### config.mk
export PLATFORM = sky130hd
export DESIGN_NAME = rbo_rx_dev_flat
export DESIGN_NICKNAME = d
export VERILOG_FILES = /design/src/design/rbo_pkg.sv /design/src/design/rbo_link_if.sv /design/src/design/rbo_rx_dev.sv /design/src/flat_wrapper.sv
export SDC_FILE = /design/constraint.sdc
export NUM_CORES = 1
export LEC_CHECK = 0
export BUFFER_PORTS_ARGS = -buffer_cell sky130_fd_sc_hd__buf_2
export CAP_MARGIN = 25
export CORE_MARGIN = 4
export CORE_UTILIZATION = 64
export CTS_CLUSTER_DIAMETER = 150
export DETAILED_ROUTE_END_ITERATION = 12
export GPL_TIMING_DRIVEN = 0
export PLACE_DENSITY = 0.85
export SYNTH_ARGS = -nofsm -noshare
export SYNTH_HDL_FRONTEND = slang
export SYNTH_SLANG_ARGS = --single-unit
### constraint.sdc
create_clock -name clk_i -period 11.1 [get_ports clk_i]
set_clock_uncertainty 0.05 [all_clocks]
set_input_delay 2.22 -clock clk_i [delete_from_list [all_inputs] [get_ports clk_i]]
set_output_delay 2.22 -clock clk_i [all_outputs]
set_load 0.01 [all_outputs]
### src/design/rbo_pkg.sv
// Shared constants and types for the byte ordering receiver and its fabric-side controller
package rbo_pkg;
  // ==========================================================================
  // Datapath
  // ==========================================================================
  localparam int unsigned LANE_W     = 9;
  localparam int unsigned WORD_W     = 2 * LANE_W;
  localparam int unsigned ENTRY_W    = WORD_W + 1;
  localparam int unsigned BYTE_W     = 8;
  localparam int unsigned LO_LSB     = 0;
  localparam int unsigned HI_LSB     = LANE_W;
  localparam int unsigned CTL_BIT    = 8;
  localparam int unsigned DONE_BIT   = WORD_W;
  // ==========================================================================
  // Phase compensation FIFO
  // ==========================================================================
  localparam int unsigned FIFO_LOW_DEPTH  = 4;
  localparam int unsigned FIFO_HIGH_DEPTH = 8;
  localparam int unsigned PTR_W           = 3;
  localparam int unsigned CNT_W           = 4;
  localparam logic [CNT_W-1:0] CNT_LOW    = 4'h4;
  localparam logic [CNT_W-1:0] CNT_HIGH   = 4'h8;
  localparam int unsigned LAT_LOW_MIN     = 2;
  localparam int unsigned LAT_LOW_MAX     = 3;
  localparam int unsigned LAT_HIGH_MIN    = 4;
  localparam int unsigned LAT_HIGH_MAX    = 5;
  // ==========================================================================
  // Write clock selection
  // ==========================================================================
  typedef enum logic [1:0] {
    RBO_WCLK_TX   = 2'h0,
    RBO_WCLK_RX   = 2'h1,
    RBO_WCLK_CORE = 2'h2
  } rbo_wclk_t;
  // ==========================================================================
  // Controller registers (byte addresses)
  // ==========================================================================
  localparam int unsigned ADDR_W          = 5;
  localparam logic [ADDR_W-1:0] OFS_CTRL  = 5'h00;
  localparam logic [ADDR_W-1:0] OFS_STAT  = 5'h04;
  localparam logic [ADDR_W-1:0] OFS_DATA  = 5'h08;
  localparam logic [ADDR_W-1:0] OFS_IRQ_S = 5'h0c;
  localparam logic [ADDR_W-1:0] OFS_IRQ_E = 5'h10;
  localparam logic [ADDR_W-1:0] OFS_IRQ_C = 5'h14;
  localparam int unsigned CTRL_RDEN_BIT   = 0;
  localparam int unsigned CTRL_TRIG_BIT   = 1;
  localparam int unsigned CTRL_DIV_LSB    = 4;
  localparam int unsigned DIV_W           = 4;
  localparam int unsigned IRQ_W           = 3;
  localparam int unsigned IRQ_WORD        = 0;
  localparam int unsigned IRQ_DONE        = 1;
  localparam int unsigned IRQ_ERR         = 2;
  localparam logic [31:0] CTRL_RST        = 32'h0000_0000;
endpackage

### src/design/rbo_link_if.sv
// Link between the receiver back end and the fabric-side controller
`timescale 1ns/100ps
`default_nettype none
interface rbo_link_if;
  import rbo_pkg::*;
  logic [WORD_W-1:0] rd_data;
  logic              rd_valid;
  logic              order_done;
  logic              fifo_err;
  logic              order_trig;
  logic              rd_en;
  logic              rd_clk_present;

  modport dev (output rd_data, rd_valid, order_done, fifo_err,
               input  order_trig, rd_en, rd_clk_present);
  modport fab (input  rd_data, rd_valid, order_done, fifo_err,
               output order_trig, rd_en, rd_clk_present);
endinterface
`default_nettype wire

### src/design/rbo_rx_dev.sv
// Receiver back end: byte ordering followed by the phase compensation FIFO
`timescale 1ns/100ps
`default_nettype none
module rbo_rx_dev
  import rbo_pkg::*;
(
  input  wire logic              clk_i,
  input  wire logic              rst_i,
  input  wire logic [WORD_W-1:0] lane_data_i,
  input  wire logic              tx_clk_en_i,
  input  wire logic              rx_clk_en_i,
  input  wire logic              core_clk_en_i,
  input  wire logic              bonded_i,
  input  wire logic              rate_match_i,
  input  wire logic              half_rate_i,
  input  wire logic              high_latency_i,
  input  wire logic              sync_status_i,
  input  wire logic              user_mode_i,
  input  wire logic              decoder_mode_i,
  input  wire logic [LANE_W-1:0] order_pattern_i,
  input  wire logic [LANE_W-1:0] fill_pattern_i,
  rbo_link_if.dev                link
);
  // ==========================================================================
  // Write clock selection and half-rate enables
  // ==========================================================================
  rbo_wclk_t wclk_sel;
  logic      wsrc_en;
  logic      rsrc_en;
  logic      wdiv_q;
  logic      rdiv_q;
  logic      wr_tick;
  logic      rd_tick;

  assign wclk_sel = bonded_i ? RBO_WCLK_CORE : (rate_match_i ? RBO_WCLK_TX : RBO_WCLK_RX);
  assign wsrc_en  = (wclk_sel == RBO_WCLK_CORE) ? core_clk_en_i :
                    (wclk_sel == RBO_WCLK_TX) ? tx_clk_en_i : rx_clk_en_i;
  assign rsrc_en  = link.rd_clk_present ? link.rd_en : wsrc_en;
  assign wr_tick  = wsrc_en & (~half_rate_i | wdiv_q);
  assign rd_tick  = rsrc_en & (~half_rate_i | rdiv_q);

  always_ff @(posedge clk_i or posedge rst_i) begin
    if (rst_i) begin
      wdiv_q <= 1'b0;
      rdiv_q <= 1'b0;
    end else begin
      if (wsrc_en) wdiv_q <= ~wdiv_q;
      if (rsrc_en) rdiv_q <= ~rdiv_q;
    end
  end

  // ==========================================================================
  // Trigger edge detection
  // ==========================================================================
  logic sync_q;
  logic trig_q;
  logic start;

  // Sync is high while lock is held and falls after the error count expires upstream
  assign start = user_mode_i ? (link.order_trig & ~trig_q)
                             : (sync_status_i & ~sync_q);

  always_ff @(posedge clk_i or posedge rst_i) begin
    if (rst_i) begin
      sync_q <= 1'b0;
      trig_q <= 1'b0;
    end else begin
      sync_q <= sync_status_i;
      trig_q <= link.order_trig;
    end
  end

  // ==========================================================================
  // Byte ordering
  // ==========================================================================
  typedef enum logic [1:0] {
    RBO_ORD_IDLE,
    RBO_ORD_SEARCH,
    RBO_ORD_DONE
  } rbo_ord_t;

  rbo_ord_t          ord_q;
  rbo_ord_t          ord_d;
  logic              shift_q;
  logic              shift_d;
  logic              done_q;
  logic              done_d;
  logic              start_q;
  logic [LANE_W-1:0] held_q;
  logic [LANE_W-1:0] lo_lane;
  logic [LANE_W-1:0] hi_lane;
  logic [LANE_W-1:0] cmp_mask;
  logic              lo_hit;
  logic              hi_hit;
  logic [WORD_W-1:0] ord_word;

  assign lo_lane  = lane_data_i[LO_LSB +: LANE_W];
  assign hi_lane  = lane_data_i[HI_LSB +: LANE_W];
  // Without the decoder the control flag is not compared
  assign cmp_mask = decoder_mode_i ? {1'b1, {BYTE_W{1'b1}}} : {1'b0, {BYTE_W{1'b1}}};
  assign lo_hit   = ((lo_lane ^ order_pattern_i) & cmp_mask) == '0;
  assign hi_hit   = ((hi_lane ^ order_pattern_i) & cmp_mask) == '0;

  // A start seen between write ticks is remembered until the next tick
  always_comb begin
    ord_d   = ord_q;
    shift_d = shift_q;
    done_d  = done_q;
    if (start | start_q) begin
      if (wr_tick) begin
        ord_d  = RBO_ORD_SEARCH;
        done_d = 1'b0;
      end
    end else if (wr_tick && ord_q == RBO_ORD_SEARCH) begin
      if (lo_hit) begin
        ord_d   = RBO_ORD_DONE;
        shift_d = 1'b0;
        done_d  = 1'b1;
      end else if (hi_hit) begin
        ord_d   = RBO_ORD_DONE;
        shift_d = ~shift_q;
        done_d  = 1'b1;
      end
    end
  end

  // The pattern is expected in the lower lane of each transmitted word
  // Shifting inserts the fill byte and delays the upper byte one lane
  assign ord_word = (start | start_q) ? (shift_q ? {lo_lane, held_q} : lane_data_i) :
                    (ord_q == RBO_ORD_SEARCH && !lo_hit && hi_hit) ?
                      (shift_q ? lane_data_i : {lo_lane, fill_pattern_i}) :
                    (shift_q ? {lo_lane, held_q} : lane_data_i);

  always_ff @(posedge clk_i or posedge rst_i) begin
    if (rst_i) begin
      ord_q   <= RBO_ORD_IDLE;
      shift_q <= 1'b0;
      done_q  <= 1'b0;
      start_q <= 1'b0;
      held_q  <= '0;
    end else begin
      ord_q   <= ord_d;
      shift_q <= shift_d;
      done_q  <= done_d;
      start_q <= (start | start_q) & ~wr_tick;
      if (wr_tick) held_q <= hi_lane;
    end
  end

  // ==========================================================================
  // Phase compensation FIFO
  // ==========================================================================
  logic [ENTRY_W-1:0] mem_q [FIFO_HIGH_DEPTH];
  logic [PTR_W-1:0]   wptr_q;
  logic [PTR_W-1:0]   rptr_q;
  logic [CNT_W-1:0]   cnt_q;
  logic [CNT_W-1:0]   depth;
  logic [PTR_W-1:0]   wptr_nx;
  logic [PTR_W-1:0]   rptr_nx;
  logic               full;
  logic               empty;
  logic               do_wr;
  logic               do_rd;
  logic               err_ev;
  logic [WORD_W-1:0]  rd_data_q;
  logic               rd_valid_q;
  logic               order_done_q;
  logic               fifo_err_q;

  assign depth   = high_latency_i ? CNT_HIGH : CNT_LOW;
  assign full    = cnt_q == depth;
  assign empty   = cnt_q == '0;
  // A read in the same tick frees a slot, so a full FIFO still takes the word
  assign do_wr   = wr_tick & (~full | do_rd);
  assign do_rd   = rd_tick & ~empty;
  assign err_ev  = (wr_tick & full & ~rd_tick) | (rd_tick & empty);
  assign wptr_nx = (high_latency_i || wptr_q != PTR_W'(FIFO_LOW_DEPTH - 1)) ? wptr_q + 1'b1 : '0;
  assign rptr_nx = (high_latency_i || rptr_q != PTR_W'(FIFO_LOW_DEPTH - 1)) ? rptr_q + 1'b1 : '0;

  always_ff @(posedge clk_i) begin
    if (do_wr) mem_q[wptr_q] <= {done_d, ord_word};
  end

  always_ff @(posedge clk_i or posedge rst_i) begin
    if (rst_i) begin
      wptr_q <= '0;
      rptr_q <= '0;
      cnt_q  <= '0;
    end else begin
      if (do_wr) wptr_q <= wptr_nx;
      if (do_rd) rptr_q <= rptr_nx;
      cnt_q <= cnt_q + CNT_W'(do_wr) - CNT_W'(do_rd);
    end
  end

  always_ff @(posedge clk_i or posedge rst_i) begin
    if (rst_i) begin
      rd_data_q    <= '0;
      rd_valid_q   <= 1'b0;
      order_done_q <= 1'b0;
      fifo_err_q   <= 1'b0;
    end else begin
      rd_valid_q <= do_rd;
      fifo_err_q <= err_ev;
      if (do_rd) begin
        rd_data_q    <= mem_q[rptr_q][WORD_W-1:0];
        order_done_q <= mem_q[rptr_q][DONE_BIT];
      end
    end
  end

  assign link.rd_data    = rd_data_q;
  assign link.rd_valid   = rd_valid_q;
  assign link.order_done = order_done_q;
  assign link.fifo_err   = fifo_err_q;
endmodule
`default_nettype wire

### src/flat_wrapper.sv
// flat-port wrapper written by rule: the top's interface ports become plain ports
module rbo_rx_dev_flat import rbo_pkg::*;
  (clk_i, rst_i, lane_data_i, tx_clk_en_i, rx_clk_en_i, core_clk_en_i, bonded_i, rate_match_i, half_rate_i, high_latency_i, sync_status_i, user_mode_i, decoder_mode_i, order_pattern_i, fill_pattern_i, link_rd_data, link_rd_valid, link_order_done, link_fifo_err, link_order_trig, link_rd_en, link_rd_clk_present);
  rbo_link_if link_i ();
  input  wire logic clk_i;
  input  wire logic rst_i;
  input  wire logic [WORD_W-1:0] lane_data_i;
  input  wire logic tx_clk_en_i;
  input  wire logic rx_clk_en_i;
  input  wire logic core_clk_en_i;
  input  wire logic bonded_i;
  input  wire logic rate_match_i;
  input  wire logic half_rate_i;
  input  wire logic high_latency_i;
  input  wire logic sync_status_i;
  input  wire logic user_mode_i;
  input  wire logic decoder_mode_i;
  input  wire logic [LANE_W-1:0] order_pattern_i;
  input  wire logic [LANE_W-1:0] fill_pattern_i;
  output wire logic [$bits(link_i.rd_data)-1:0] link_rd_data;
  output wire logic [$bits(link_i.rd_valid)-1:0] link_rd_valid;
  output wire logic [$bits(link_i.order_done)-1:0] link_order_done;
  output wire logic [$bits(link_i.fifo_err)-1:0] link_fifo_err;
  input wire logic [$bits(link_i.order_trig)-1:0] link_order_trig;
  input wire logic [$bits(link_i.rd_en)-1:0] link_rd_en;
  input wire logic [$bits(link_i.rd_clk_present)-1:0] link_rd_clk_present;
  assign link_rd_data = link_i.rd_data;
  assign link_rd_valid = link_i.rd_valid;
  assign link_order_done = link_i.order_done;
  assign link_fifo_err = link_i.fifo_err;
  assign link_i.order_trig = link_order_trig;
  assign link_i.rd_en = link_rd_en;
  assign link_i.rd_clk_present = link_rd_clk_present;
  rbo_rx_dev u_core (.clk_i(clk_i), .rst_i(rst_i), .lane_data_i(lane_data_i), .tx_clk_en_i(tx_clk_en_i), .rx_clk_en_i(rx_clk_en_i), .core_clk_en_i(core_clk_en_i), .bonded_i(bonded_i), .rate_match_i(rate_match_i), .half_rate_i(half_rate_i), .high_latency_i(high_latency_i), .sync_status_i(sync_status_i), .user_mode_i(user_mode_i), .decoder_mode_i(decoder_mode_i), .order_pattern_i(order_pattern_i), .fill_pattern_i(fill_pattern_i), .link(link_i));
endmodule
# Word level (Yosys, flattened, before mapping)
# Memories as Yosys holds them, arrays and structs flattened. A register that Yosys moved wholly into a read port is not among the register bits.
# Index checks and enable logic that the tools add are counted.
# word_totals
out_inout_bits	21
ram_bits	152
regBits	30
inputBits	51
n_memories	1
# mem_list
memory	depth	word_bits	read_ports	rd_ports_with_merged_regs	wr	line	text
u_core.mem_q	8	19	1	1	1	rbo_rx_dev.sv:153	logic [ENTRY_W-1:0] mem_q [FIFO_HIGH_DEPTH];
# op_classes
bitwise	30
n_eq_ne	6
mux	28
addsub	4
reduce_logical	15
# ops
cell	n
18-bit two-way mux	4
9-bit AND	2
9-bit zero test	2
9-bit bitwise XOR	2
1-bit two-way mux	14
2-bit two-way mux	6
1-bit NOT	11
1-bit AND	10
9-bit two-way mux	1
3-bit by 1-bit adder with 3-bit output, second input constant	2
3-bit two-way mux	2
3-bit by 2-bit inequality test with 1-bit output, second input constant	2
3-bit AND reduction	2
1-bit bitwise OR	5
4-bit by 1-bit adder with 4-bit output	1
4-bit == test	1
4-bit zero test	1
4-bit two-way mux	1
2-bit nonzero test	2
4-bit by 1-bit subtractor with 4-bit output	1
1-bit logical AND	3
3-bit nonzero test	1
2-bit by 1-bit == test with 1-bit output, second input constant	1
2-bit == test, second input constant	1
4 further kinds	5

# Logic depth before layout (Yosys ltp)
# Gate-level depths: netlist of run 1.
# depth
ltp_word	12
mapped_depth	11
depth_no_buf	9

# Least setup slack after synthesis of run 1
# OpenSTA, ideal clock, no wires.
# synth_path
kind	input to register
start	input rate_match_i
end	memory u_core.mem_q[0][0] (netlist bit), enable pin
arrival_ps	5020
stages	5
setup_ps	444
required_time_ps	10606
path_slack_ps	5586
cell_sequence	mux2_2 o211ai_2 a222oi_1 o21ai_1 nor4_1
# synth_via
elab_chain_len	12
word_cells_on_any_way	14
classes_between	1 x eq/ne; 7 x mux; 5 x bitwise; 1 x reduce/logical
# synth_rtl
element	line	text
start, declared	flat_wrapper.sv:12	input wire logic rate_match_i;
1-bit two-way mux (*)	rbo_rx_dev.sv:35	assign wclk_sel = bonded_i ? RBO_WCLK_CORE : (rate_match_i ? RBO_WCLK_TX : RBO_WCLK_RX);
2-bit two-way mux (*)	rbo_rx_dev.sv:35	
2-bit zero test	rbo_rx_dev.sv:37	(wclk_sel == RBO_WCLK_TX) ? tx_clk_en_i : rx_clk_en_i;
1-bit two-way mux	rbo_rx_dev.sv:37	
1-bit two-way mux (*)	rbo_rx_dev.sv:36	assign wsrc_en = (wclk_sel == RBO_WCLK_CORE) ? core_clk_en_i :
1-bit two-way mux	rbo_rx_dev.sv:38	assign rsrc_en = link.rd_clk_present ? link.rd_en : wsrc_en;
1-bit AND	rbo_rx_dev.sv:40	assign rd_tick = rsrc_en & (~half_rate_i | rdiv_q);
1-bit AND	rbo_rx_dev.sv:175	assign do_rd = rd_tick & ~empty;
1-bit bitwise OR	rbo_rx_dev.sv:174	assign do_wr = wr_tick & (~full | do_rd);
1-bit AND (*)	rbo_rx_dev.sv:174	
1-bit two-way mux (*)	rbo_rx_dev.sv:181	if (do_wr) mem_q[wptr_q] <= {done_d, ord_word};
1-bit two-way mux (implied by the code) (*)	rbo_rx_dev.sv:181	
end, declared	rbo_rx_dev.sv:153	
# Mark *: on every way between the ends. The rest lies on a longest branch, timed or not.

# Worst setup path after layout of run 1
# layout_path
start	input rate_match_i
end	memory u_core.mem_q[1][0] (netlist bit), enable pin
# The elaborated chain is that of the path after synthesis.

==> metrics.yaml, run 1 <==
clocking:
  cts_resized: 0
  cts_buffer_depth: 3
  cts_hold_buffers: 0
  cts_root_buf: "clkbuf_16"
  post-cts-setup-buffer-count: 0
  htreeDepth: 1
  cts_tree: "built"
  cts_buffers: 20
  cts.sinks: 201
  clk_latency_ps: 490
  clk_pin_slew_worst_paths_ps: 60
layout:
  drive_above_1_share_pct: 28.79
  fin_nets: 705
  syn2layout_area_growth_pct: 15.96
  fin_area_sq_mm: 0.01000
  instances_no_fill: 836
  mostFrequentLayoutCells: "152 x edfxtp_1, 81 x buf_2, 49 x dfrtp_1"
  fillers: 797
  fin_util_pct: 75.52
  n_antenna_cell: 0
  mostFrequentLayoutCell: "edfxtp_1"
floorplanning:
  die_h_microns: 124.1
  core_area_sq_mm: 0.01324
  start_util_pct: 65.13
  die_w_microns: 124.1
  io_pins: 72
  dieArea_sq_mm: 0.01540
  rows: 42
route:
  met1_length_microns: 7309
  route.met3.wl_microns: 1617
  highest_layer: "met5"
  dr.pass1.iters: 5
  via_per_inst: 6.317
  dr.first_iter.drc_count: 507
  wl_per_cell_microns: 23.28
  drt-total-wl_microns: 19460
  drc: 0
  ant_nets: 0
  wl_met2_microns: 9824
  num_vias: 5281
placement:
  hpwl_microns: 13440
  io_buffers: 71
  placedInstanceArea_sq_mm: 0.009402
  gp_congestion: 0.8423
  dp.cells: 799
sta:
  rsz0062_at_grt: "no"
  setup_viol: 0
  hold_viol_final: 0
  max_freq_ghz: 0.2145
  final.setup.tns_ps: 0
  period_share_pct: 42.00
  tightest_slew_ps: 997.1
  relSlewSlack_pct: 33.17
  slew_viol_final: 0
  holdWs_ps: 460.8
  period_minus_slack_ps: 4661
global_route:
  grt_max_degree: 34
  grt_pass1_wl_microns: 30040
  grt_overflow_total: 0
  grt_pass1_vias: 5413
  antenna_found_initial: 1
  grt_use_total_pct: 26.45
critical_path:
  worstPathRequired_ps: 11240
  cp_slowest_cell: "nor3_2"
  rr_startpoint: "u_core.wdiv_q$_DFFE_PP0P_"
  critPathLaunchType: "input port"
  worst-path-max-fanout: 10
  crit_type: "in2reg"
  worst_ep_arrival_time_ps: 4800
  cp_cell_sequence: "buf_2 > mux2_2 > o221a_2 > buf_1 > o211ai_1 > nor3_2 > buf_6 > buf_6"
  cp_slowest_stage_delay_ps: 600
  cp-end-kind: "register"
  cpMostUsedCell: "buf_6"
  crit_path_start: "rate_match_i"
yosys:
  ys_seq_area_share_pct: 67.14
  synth_warnings: 0
  postSynthCellCount: 539
  ys.flop_type: "edfxtp_1"
  ys_ff_latch: 201
  avgSynthCellArea_sq_um: 16.00
  synthDistinctLibCells: 48
  synthesis.nets: 598
  syn_area_sq_mm: 0.008625
  async_reset_ff_share_pct: 24.38
  synth_edf_count: 152
job:
  maxCapViolations: 0
min_path:
  hold_class: "reg2reg"
  hold_start: "u_core.wdiv_q$_DFFE_PP0P_"
outcome:
  status: "finished, final reports clean"
pwr:
  power.density_mw_per_mm2: 237.9
  leakage_nw: 3.706
  ir_worst_vdd_v: 0.0001515
worst max-delay path: cells and delay by family:
kind	cells	cell delay [ps]
compound gates	2	670
buf+inv	4	1060
mux	1	240
simple gates	1	600
layout make-up:
cell class	instances	area, sq um	share of cell area, %
clock buffer	29	555.5	5.555
tap	176	220.2	2.202
timing repair buffer	85	530.5	5.305
clock inverter	7	36.28	0.3628
sequential	201	5791	57.90
inverter	16	60.06	0.6005
buffer	24	110.1	1.101
multi-input combinational	298	2698	26.97
flip-flops by register name, summed over array words and instances (netlist names), 2 cells and up:
name / flops
u_core.cnt_q: 4
u_core.held_q: 9
u_core.link.rd_data: 18
u_core.mem_q: 152
u_core.ord_q: 2
u_core.rptr_q: 3
u_core.wptr_q: 3
path summary, 6_finish.rpt:
kind                       cells past startpoint  slack [ps]                             endpoint
max                                            8        6440         u_core.mem_q[1][0]$_DFFE_PP_
min                                            1         460            u_core.wdiv_q$_DFFE_PP0P_
max reg2reg                                    6        8110         u_core.mem_q[1][0]$_DFFE_PP_
min reg2reg                                    1         460            u_core.wdiv_q$_DFFE_PP0P_
max in group asynchronous                      3        8780   u_core.link.rd_data[3]$_DFFE_PP0P_
min in group asynchronous                      2        1660  u_core.link.rd_data[10]$_DFFE_PP0P_
per-stage QoR:
| step | power, W | worst slack [ps] |
|---|---|---|
| 3_3_place_gp | 0.001701 | 3826 |
| 6_report | 0.002379 | 6439 |
| 2_1_floorplan | 0.001529 | 5586 |
| 3_5_place_dp | 0.001772 | 5885 |
| 5_1_grt | 0.002499 | 6300 |
| 4_1_cts | 0.002391 | 6375 |
routing by layer:
| metal | GRT usage, % | vias up |
|---|---|---|
| li1 | - | 2288 |
| met1 | 34.94 | 2648 |
| met2 | 44.29 | 288 |
| met3 | 4.995 | 55 |
| met4 | 9.856 | 2 |
| met5 | 0 | - |
cell usage after synthesis, drive strengths merged, types with 7 or more instances:
library cell    n  area, sq um
a21oi          39        195.2
nor2b          19        118.9
buf            14        72.57
clkbuf         10        37.54
ha              7        87.58
and2           16        100.1
xor2           15        131.4
nand2          20        75.07
xnor2           7        61.31
edfxtp        152         4564
mux4           38        855.8
mux2i          29        290.3
mux2           14        157.7
o211ai         12        95.09
dfrtp          49         1226
o22ai           8        50.05
nor3            7        35.03
nor2           30        120.1
inv            15        56.30
cell families (layout without fill, tap and decap cells):
kind of cell             Yosys count  in the layout  synth area share, %
XOR/XNOR                          22             22                2.234
AO/OA/AOI/OAI                     76             76                5.411
AND/OR/NAND/NOR                  111            111                6.876
flip-flops                       201            201                67.14
multiplexers                      81             81                15.12
adder cells (fa/ha/maj)            8              8                1.248
buffers and inverters             40            161                1.973
where the power goes:
group | internal (W) | leakage (nW) | switching (W)
sequential | 0.000976 | 1.95 | 0.0000681
combinational | 0.000326 | 1.46 | 0.000390
clock | 0.000349 | 0.291 | 0.000269
total | 0.00165 | 3.71 | 0.000728
Power figures use the tool's default switching activity.
==> run 2: changes to the inputs <==
--- a/config.mk
+++ b/config.mk
@@ -8,11 +8,11 @@
 export BUFFER_PORTS_ARGS = -buffer_cell sky130_fd_sc_hd__buf_2
 export CAP_MARGIN = 25
 export CORE_MARGIN = 4
-export CORE_UTILIZATION = 64
+export CORE_UTILIZATION = 59
 export CTS_CLUSTER_DIAMETER = 150
 export DETAILED_ROUTE_END_ITERATION = 12
 export GPL_TIMING_DRIVEN = 0
-export PLACE_DENSITY = 0.85
+export PLACE_DENSITY = 0.79
 export SYNTH_ARGS = -nofsm -noshare
 export SYNTH_HDL_FRONTEND = slang
 export SYNTH_SLANG_ARGS = --single-unit
==> constraint.sdc (replaced) <==
create_clock -name clk_i -period 4.4 [get_ports clk_i]
set_clock_uncertainty 0.05 [all_clocks]
set_input_delay 0.88 -clock clk_i [delete_from_list [all_inputs] [get_ports clk_i]]
set_output_delay 0.88 -clock clk_i [all_outputs]
set_load 0.01 [all_outputs]
==> run 2 against run 1 <==
Effect of this change: core utilization down 4.0 points; critical path depth decreased by 2; via count down 1.8%; total power increased to 2.6 times the previous value; non-clock buffer count is 1 higher; count of clock-buffer cells in the layout is 2 lower; sequential share of layout area decreased by 0.50 points; die area is 7.9% higher; sequential cell count stayed put; highest routed layer is now met4.
==> metrics.yaml, run 2 (same netlist as run 1, synthesis figures left out) <==
outcome:
  status: "finished, final reports clean"
floorplanning:
  rows: 43  # +2.4%
  die_h_microns: 128.9  # +3.9%
  die_w_microns: 128.9  # +3.9%
  io_pins: 72  # unchanged
  core_area_sq_mm: 0.01410  # +6.4%
  start_util_pct: 61.18  # -3.9 points
  dieArea_sq_mm: 0.01662  # +7.9%
critical_path:
  timing.reg2reg.setup_slack_ps: 1360  # -6750 ps
  rr_startpoint: "u_core.trig_q$_DFF_PP0_"
  critPathLaunchType: "input port"
  cp_cell_sequence: "buf_2 > and3b_1 > nor4_2 > nand4b_2 > nor2_4 > mux2i_1"
  cp-end-kind: "register"
  worst_ep_arrival_time_ps: 3330  # -1470 ps
  cp_slowest_cell: "mux2i_1"
  crit_type: "in2reg"
  r2r_cells: 5  # -1
  worstPathRequired_ps: 4500  # -6740 ps
  cp_slowest_stage_delay_ps: 790  # +190 ps
  worst-path-max-fanout: 10  # unchanged
  timing.rr.end: "u_core.mem_q[5][3]$_DFFE_PP_"
placement:
  io_buffers: 71  # unchanged
  hpwl_microns: 12990  # -3.3%
  pre_cts_slack_ps: 740.6  # -5145 ps
  gp_congestion: 0.8276  # -1.7%
global_route:
  grt_overflow_total: 0  # unchanged
  antenna_found_initial: 0  # -1
  grt_max_degree: 35  # +2.9%
  grt_pass1_wl_microns: 29390  # -2.2%
  grt_pass1_vias: 5455  # +0.78%
  grt_use_total_pct: 23.22  # -3.2 points
layout:
  drive_above_1_share_pct: 29.76  # +0.97 points
  syn2layout_area_growth_pct: 16.96
  n_antenna_cell: 0  # unchanged
  fin_util_pct: 71.56  # -4.0 points
  fillers: 890  # +12%
  multi_input_area_sq_mm: 0.002698  # unchanged
  register_area_sq_mm: 0.005791  # unchanged
  mostFrequentLayoutCell: "edfxtp_1"
  mostFrequentLayoutCells: "152 x edfxtp_1, 81 x buf_2, 49 x dfrtp_1"
  fin_nets: 707  # +0.28%
  regMostFlops: "u_core.mem_q"
  largest_reg_flops: 152  # unchanged
sta:
  period_minus_slack_ps: 3225
  slew_viol_final: 0  # unchanged
  setup_viol: 0  # unchanged
  period_share_pct: 73.30
  hold_viol_final: 0  # unchanged
  max_freq_ghz: 0.3101
  tightest_slew_ps: 925.9  # -71.15 ps
  postLayoutSetupSlackWorst_ps: 1175  # -5264 ps
  holdWs_ps: 327.0  # -133.7 ps
  relSlewSlack_pct: 38.27  # +5.1 points
  rsz0062_at_grt: "no"
clocking:
  cts_tree: "built"
  cts_buffers: 21  # +5.0%
  post-cts-setup-buffer-count: 0  # unchanged
  cts.sinks: 201  # unchanged
  cts_buffer_depth: 3  # unchanged
  htreeDepth: 1  # unchanged
  clk_latency_ps: 480  # about the same
  cts_resized: 0  # unchanged
  cts_hold_buffers: 0  # unchanged
  clk_pin_slew_worst_paths_ps: 60  # about the same
  cts_root_buf: "clkbuf_16"
pwr:
  clockPowerShare_pct: 27.8  # +1.8 points
  p_seq_share_pct: 42.7  # -1.2 points
  sw_frac_of_total_pct: 29.95  # -0.63 points
  leakage_nw: 3.744  # +1.0%
  power.density_mw_per_mm2: 608.8  # +160%
  comb_power_share_pct: 29.5  # -0.6 points
  p_sw_w: 0.001839  # +150%
  ir_worst_vdd_v: 0.0004587  # +200%
  p_int_w: 0.004302  # +160%
route:
  drc: 0  # unchanged
  dr.first_iter.drc_count: 480  # -5.3%
  highest_layer: "met4"
  wl_per_cell_microns: 22.37  # -3.9%
  num_vias: 5187  # -1.8%
  met1_length_microns: 7525  # +3.0%
  ant_nets: 0  # unchanged
  route.met3.wl_microns: 1425  # -12%
  wl_met2_microns: 9434  # -4.0%
  via_per_inst: 6.160  # -2.5%
  drt-total-wl_microns: 18830  # -3.2%
  dr.pass1.iters: 5  # unchanged
job:
  maxCapViolations: 0  # unchanged
min_path:
  hold_class: "in2async"
==> run 2: power groups by stage <==
stage	Clock (W)	Sequential, W	Combinational [W]
after floorplan	0	0.00267	0.00119
after global placement	0	0.00264	0.00167
after detailed placement	0	0.00266	0.00182
after CTS	0.00173	0.00263	0.00183
after global routing	0.00181	0.00265	0.00197
final	0.00171	0.00262	0.00181
==> run 2: worst max-delay path by stage <==
stage	from	end	slack, ps	depth (start not counted)
floorplan	rate_match_i	u_core.mem_q[0][0]$_DFFE_PP_	230	5
global placement	rate_match_i	u_core.mem_q[0][0]$_DFFE_PP_	-1760	6
CTS	rate_match_i	u_core.cnt_q[2]$_DFF_PP0_	1230	12
global route	link_order_trig	u_core.mem_q[7][3]$_DFFE_PP_	1060	6
detailed placement	rate_match_i	u_core.cnt_q[2]$_DFF_PP0_	740	12
finish	link_order_trig	u_core.mem_q[5][3]$_DFFE_PP_	1170	6
==> run 2: worst max-delay path, delay by kind of cell <==
family	cells	cell delay (ps)
simple gates	4	1530
buf+inv	1	110
mux	1	790
==> run 2: area by class of cell <==
cell class	count	area share (%)
Buffer	24	1.092
Clock buffer	27	5.532
Clock inverter	10	1.042
Inverter	16	0.5954
Multi-Input combinational cell	298	26.74
Sequential cell	201	57.40
Tap cell	180	2.233
Timing Repair Buffer	86	5.358
==> run 2: layer usage <==
metal | vias up | track usage [%]
li1 | 2282 | -
met1 | 2626 | 31.74
met2 | 238 | 39.27
met3 | 41 | 3.528
met4 | 0 | 6.794
met5 | - | 0
==> run 2: stage by stage <==
| stage | TNS (ps) | std cells | total power [W] | instance area, sq um |
|---|---|---|---|---|
| after floorplan | 0 | 539 | 0.003858 | 8625 |
| after detailed placement | 0 | 804 | 0.004479 | 9413 |
| after global placement | -90020 | 790 | 0.004315 | 9205 |
| final | 0 | 842 | 0.006141 | 10090 |
| after global routing | 0 | 842 | 0.006439 | 10090 |
| after CTS | 0 | 841 | 0.006184 | 10080 |
==> run 3: changes to the inputs <==
--- a/config.mk
+++ b/config.mk
@@ -8,11 +8,11 @@
 export BUFFER_PORTS_ARGS = -buffer_cell sky130_fd_sc_hd__buf_2
 export CAP_MARGIN = 25
 export CORE_MARGIN = 4
-export CORE_UTILIZATION = 59
+export CORE_UTILIZATION = 54
 export CTS_CLUSTER_DIAMETER = 150
 export DETAILED_ROUTE_END_ITERATION = 12
 export GPL_TIMING_DRIVEN = 0
-export PLACE_DENSITY = 0.79
+export PLACE_DENSITY = 0.76
 export SYNTH_ARGS = -nofsm -noshare
 export SYNTH_HDL_FRONTEND = slang
 export SYNTH_SLANG_ARGS = --single-unit
==> constraint.sdc (replaced) <==
create_clock -name clk_i -period 2.8 [get_ports clk_i]
set_clock_uncertainty 0.05 [all_clocks]
set_input_delay 0.56 -clock clk_i [delete_from_list [all_inputs] [get_ports clk_i]]
set_output_delay 0.56 -clock clk_i [all_outputs]
set_load 0.01 [all_outputs]
==> run 3 against run 2 <==
Effect of this change: the flow now finishes with violations (negative setup slack); critical path depth down 1; clock power up 54%; count of clock-buffer cells in the layout up 3; wire length down 0.22%.
==> metrics.yaml, run 3 (same netlist as run 1, synthesis figures left out) <==
clocking:
  cts_buffer_depth: 3  # unchanged
  cts.sinks: 201  # unchanged
  cts_buffers: 21  # unchanged
  cts_root_buf: "clkbuf_16"
  clk_latency_ps: 480  # about the same
  clk_pin_slew_worst_paths_ps: 60  # about the same
  cts_tree: "built"
  htreeDepth: 1  # unchanged
pwr:
  leakage_nw: 3.797  # +1.4%
  power.density_mw_per_mm2: 944.5  # +55%
  ir_worst_vdd_v: 0.0004993  # +8.8%
sta:
  setup_viol: 16  # +16
  max_freq_ghz: 0.3552
  period_share_pct: 100.5
  rsz0062_at_grt: "yes"
  relSlewSlack_pct: 38.61  # +0.33 points
  slew_viol_final: 0  # unchanged
  postLayoutSetupSlackWorst_ps: -15.29  # -1190 ps
  hold_viol_final: 0  # unchanged
  tightest_slew_ps: 920.9  # -5.020 ps
  period_minus_slack_ps: 2815
  final.setup.tns_ps: -161.1  # -161.1 ps
critical_path:
  cp_slowest_cell: "mux2i_1"
  critPathTopFamily: "simple AND/OR/NAND/NOR gates"
  cp-end-kind: "register"
  crit_type: "reg2reg"
  cp_cell_sequence: "and3b_1 > nor4_2 > nand4b_2 > nor2_4 > mux2i_1"
  critPathLaunchType: "register"
  crit_buf_inv: 0  # -1
  worst-path-max-fanout: 10  # unchanged
  cp_slowest_stage_delay_ps: 670  # -120 ps
  worstPathRequired_ps: 2940  # -1560 ps
  worst_ep_arrival_time_ps: 2950  # -380 ps
layout:
  fin_util_pct: 66.43  # -5.1 points
  fin_nets: 711  # +0.57%
  fin_area_sq_mm: 0.01025  # +1.6%
  syn2layout_area_growth_pct: 18.83
  fillers: 1096  # +23%
  regMostFlops: "u_core.mem_q"
  n_antenna_cell: 0  # unchanged
  multi_input_area_sq_mm: 0.002745  # +1.8%
  mostFrequentLayoutCells: "152 x edfxtp_1, 79 x buf_2, 49 x dfrtp_1"
  mostFrequentLayoutCell: "edfxtp_1"
  largest_reg_flops: 152  # unchanged
  drive_above_1_share_pct: 30.63  # +0.87 points
  register_area_sq_mm: 0.005791  # unchanged
  instances_no_fill: 877  # +4.2%
floorplanning:
  die_h_microns: 134.4  # +4.2%
  die_w_microns: 134.4  # +4.2%
  core_area_sq_mm: 0.01543  # +9.4%
  io_pins: 72  # unchanged
  rows: 45  # +4.7%
  dieArea_sq_mm: 0.01806  # +8.7%
  start_util_pct: 55.90  # -5.3 points
job:
  maxCapViolations: 0  # unchanged
global_route:
  antenna_found_initial: 0  # unchanged
  grt_max_degree: 28  # -20%
  grt_overflow_total: 0  # unchanged
  grt_pass1_wl_microns: 29010  # -1.3%
  grt_pass1_vias: 5266  # -3.5%
  grt_use_total_pct: 20.87  # -2.3 points
route:
  via_per_inst: 5.791  # -6.0%
  ant_nets: 0  # unchanged
  dr.first_iter.drc_count: 426  # -11%
  wl_per_cell_microns: 21.43  # -4.2%
  drt-total-wl_microns: 18790  # -0.22%
  num_vias: 5079  # -2.1%
  dr.pass1.iters: 4  # -1
  drc: 0  # unchanged
outcome:
  status: "finished with violations"
  violations: "negative setup slack"
min_path:
  hold_class: "in2async"
placement:
  io_buffers: 71  # unchanged
  pre_cts_slack_ps: -591.3  # -1332 ps
  hpwl_microns: 12790  # -1.6%
  gp_congestion: 0.8230  # -0.56%
  placedInstanceArea_sq_mm: 0.009474  # +0.65%
  dp.cells: 833  # +3.6%
==> run 3: cell types whose count changed in the layout (fill, tap and decap cells not counted), moves of 3 or more <==
cell	delta
buf_4	+3
clkbuf_8	+3
mux2i_1	-3
mux2i_2	+3
nor2_2	-3
nor2_4	+3
==> run 3: cell type report <==
| type | instances | share of cell area, % |
|---|---|---|
| inverter | 16 | 0.5860 |
| sequential | 201 | 56.50 |
| clock inverter | 7 | 0.4029 |
| clock buffer | 30 | 6.055 |
| buffer | 24 | 1.160 |
| multi-input combinational | 298 | 26.79 |
| tap | 211 | 2.576 |
| timing repair buffer | 90 | 5.933 |
==> run 3: timing repair <==
action	CTS	global route
gates resized for setup	4	4
hold buffers	0	0
pin swaps	0	5
setup endpoints to repair	50	141
setup buffers	0	7
==> run 3: metal layers <==
metal,wire [microns],up-vias,global-route usage [%]
met5,0,-,0
met1,7638,2544,28.09
met4,353,0,5.882
met2,9316,218,34.86
met3,1483,25,4.464
li1,-,2292,-
==> run 3: metrics by stage <==
step | total power [W] | hold WS [ps]
after floorplan | 0.006089 | 419.6
after global placement | 0.006812 | 434.1
after detailed placement | 0.007060 | 444.2
after CTS | 0.009700 | 111.0
after global routing | 0.01017 | 134.8
final | 0.009680 | 104.0
==> run 3: worst paths after layout <==
path	from	cells after the start	slack (ps)	to
worst max-delay path	u_core.trig_q$_DFF_PP0_	5	-20	u_core.mem_q[6][2]$_DFFE_PP_
worst min-delay path	rst_i	2	100	u_core.cnt_q[2]$_DFF_PP0_
worst max register to register	u_core.trig_q$_DFF_PP0_	5	-20	u_core.mem_q[6][2]$_DFFE_PP_
worst min register to register	u_core.wdiv_q$_DFFE_PP0P_	1	460	u_core.wdiv_q$_DFFE_PP0P_
max in group asynchronous	rst_i	3	2040	u_core.link.rd_data[15]$_DFFE_PP0P_
min in group clk_i	sync_status_i	1	150	u_core.sync_q$_DFF_PP0_
==> run 3: report_power, final <==
group | leakage [nW] | switching, W | internal (W)
Combinational | 1.51 | 0.00157 | 0.00134
Clock | 0.331 | 0.00109 | 0.00155
Sequential | 1.95 | 0.000274 | 0.00387
Total | 3.80 | 0.00293 | 0.00675
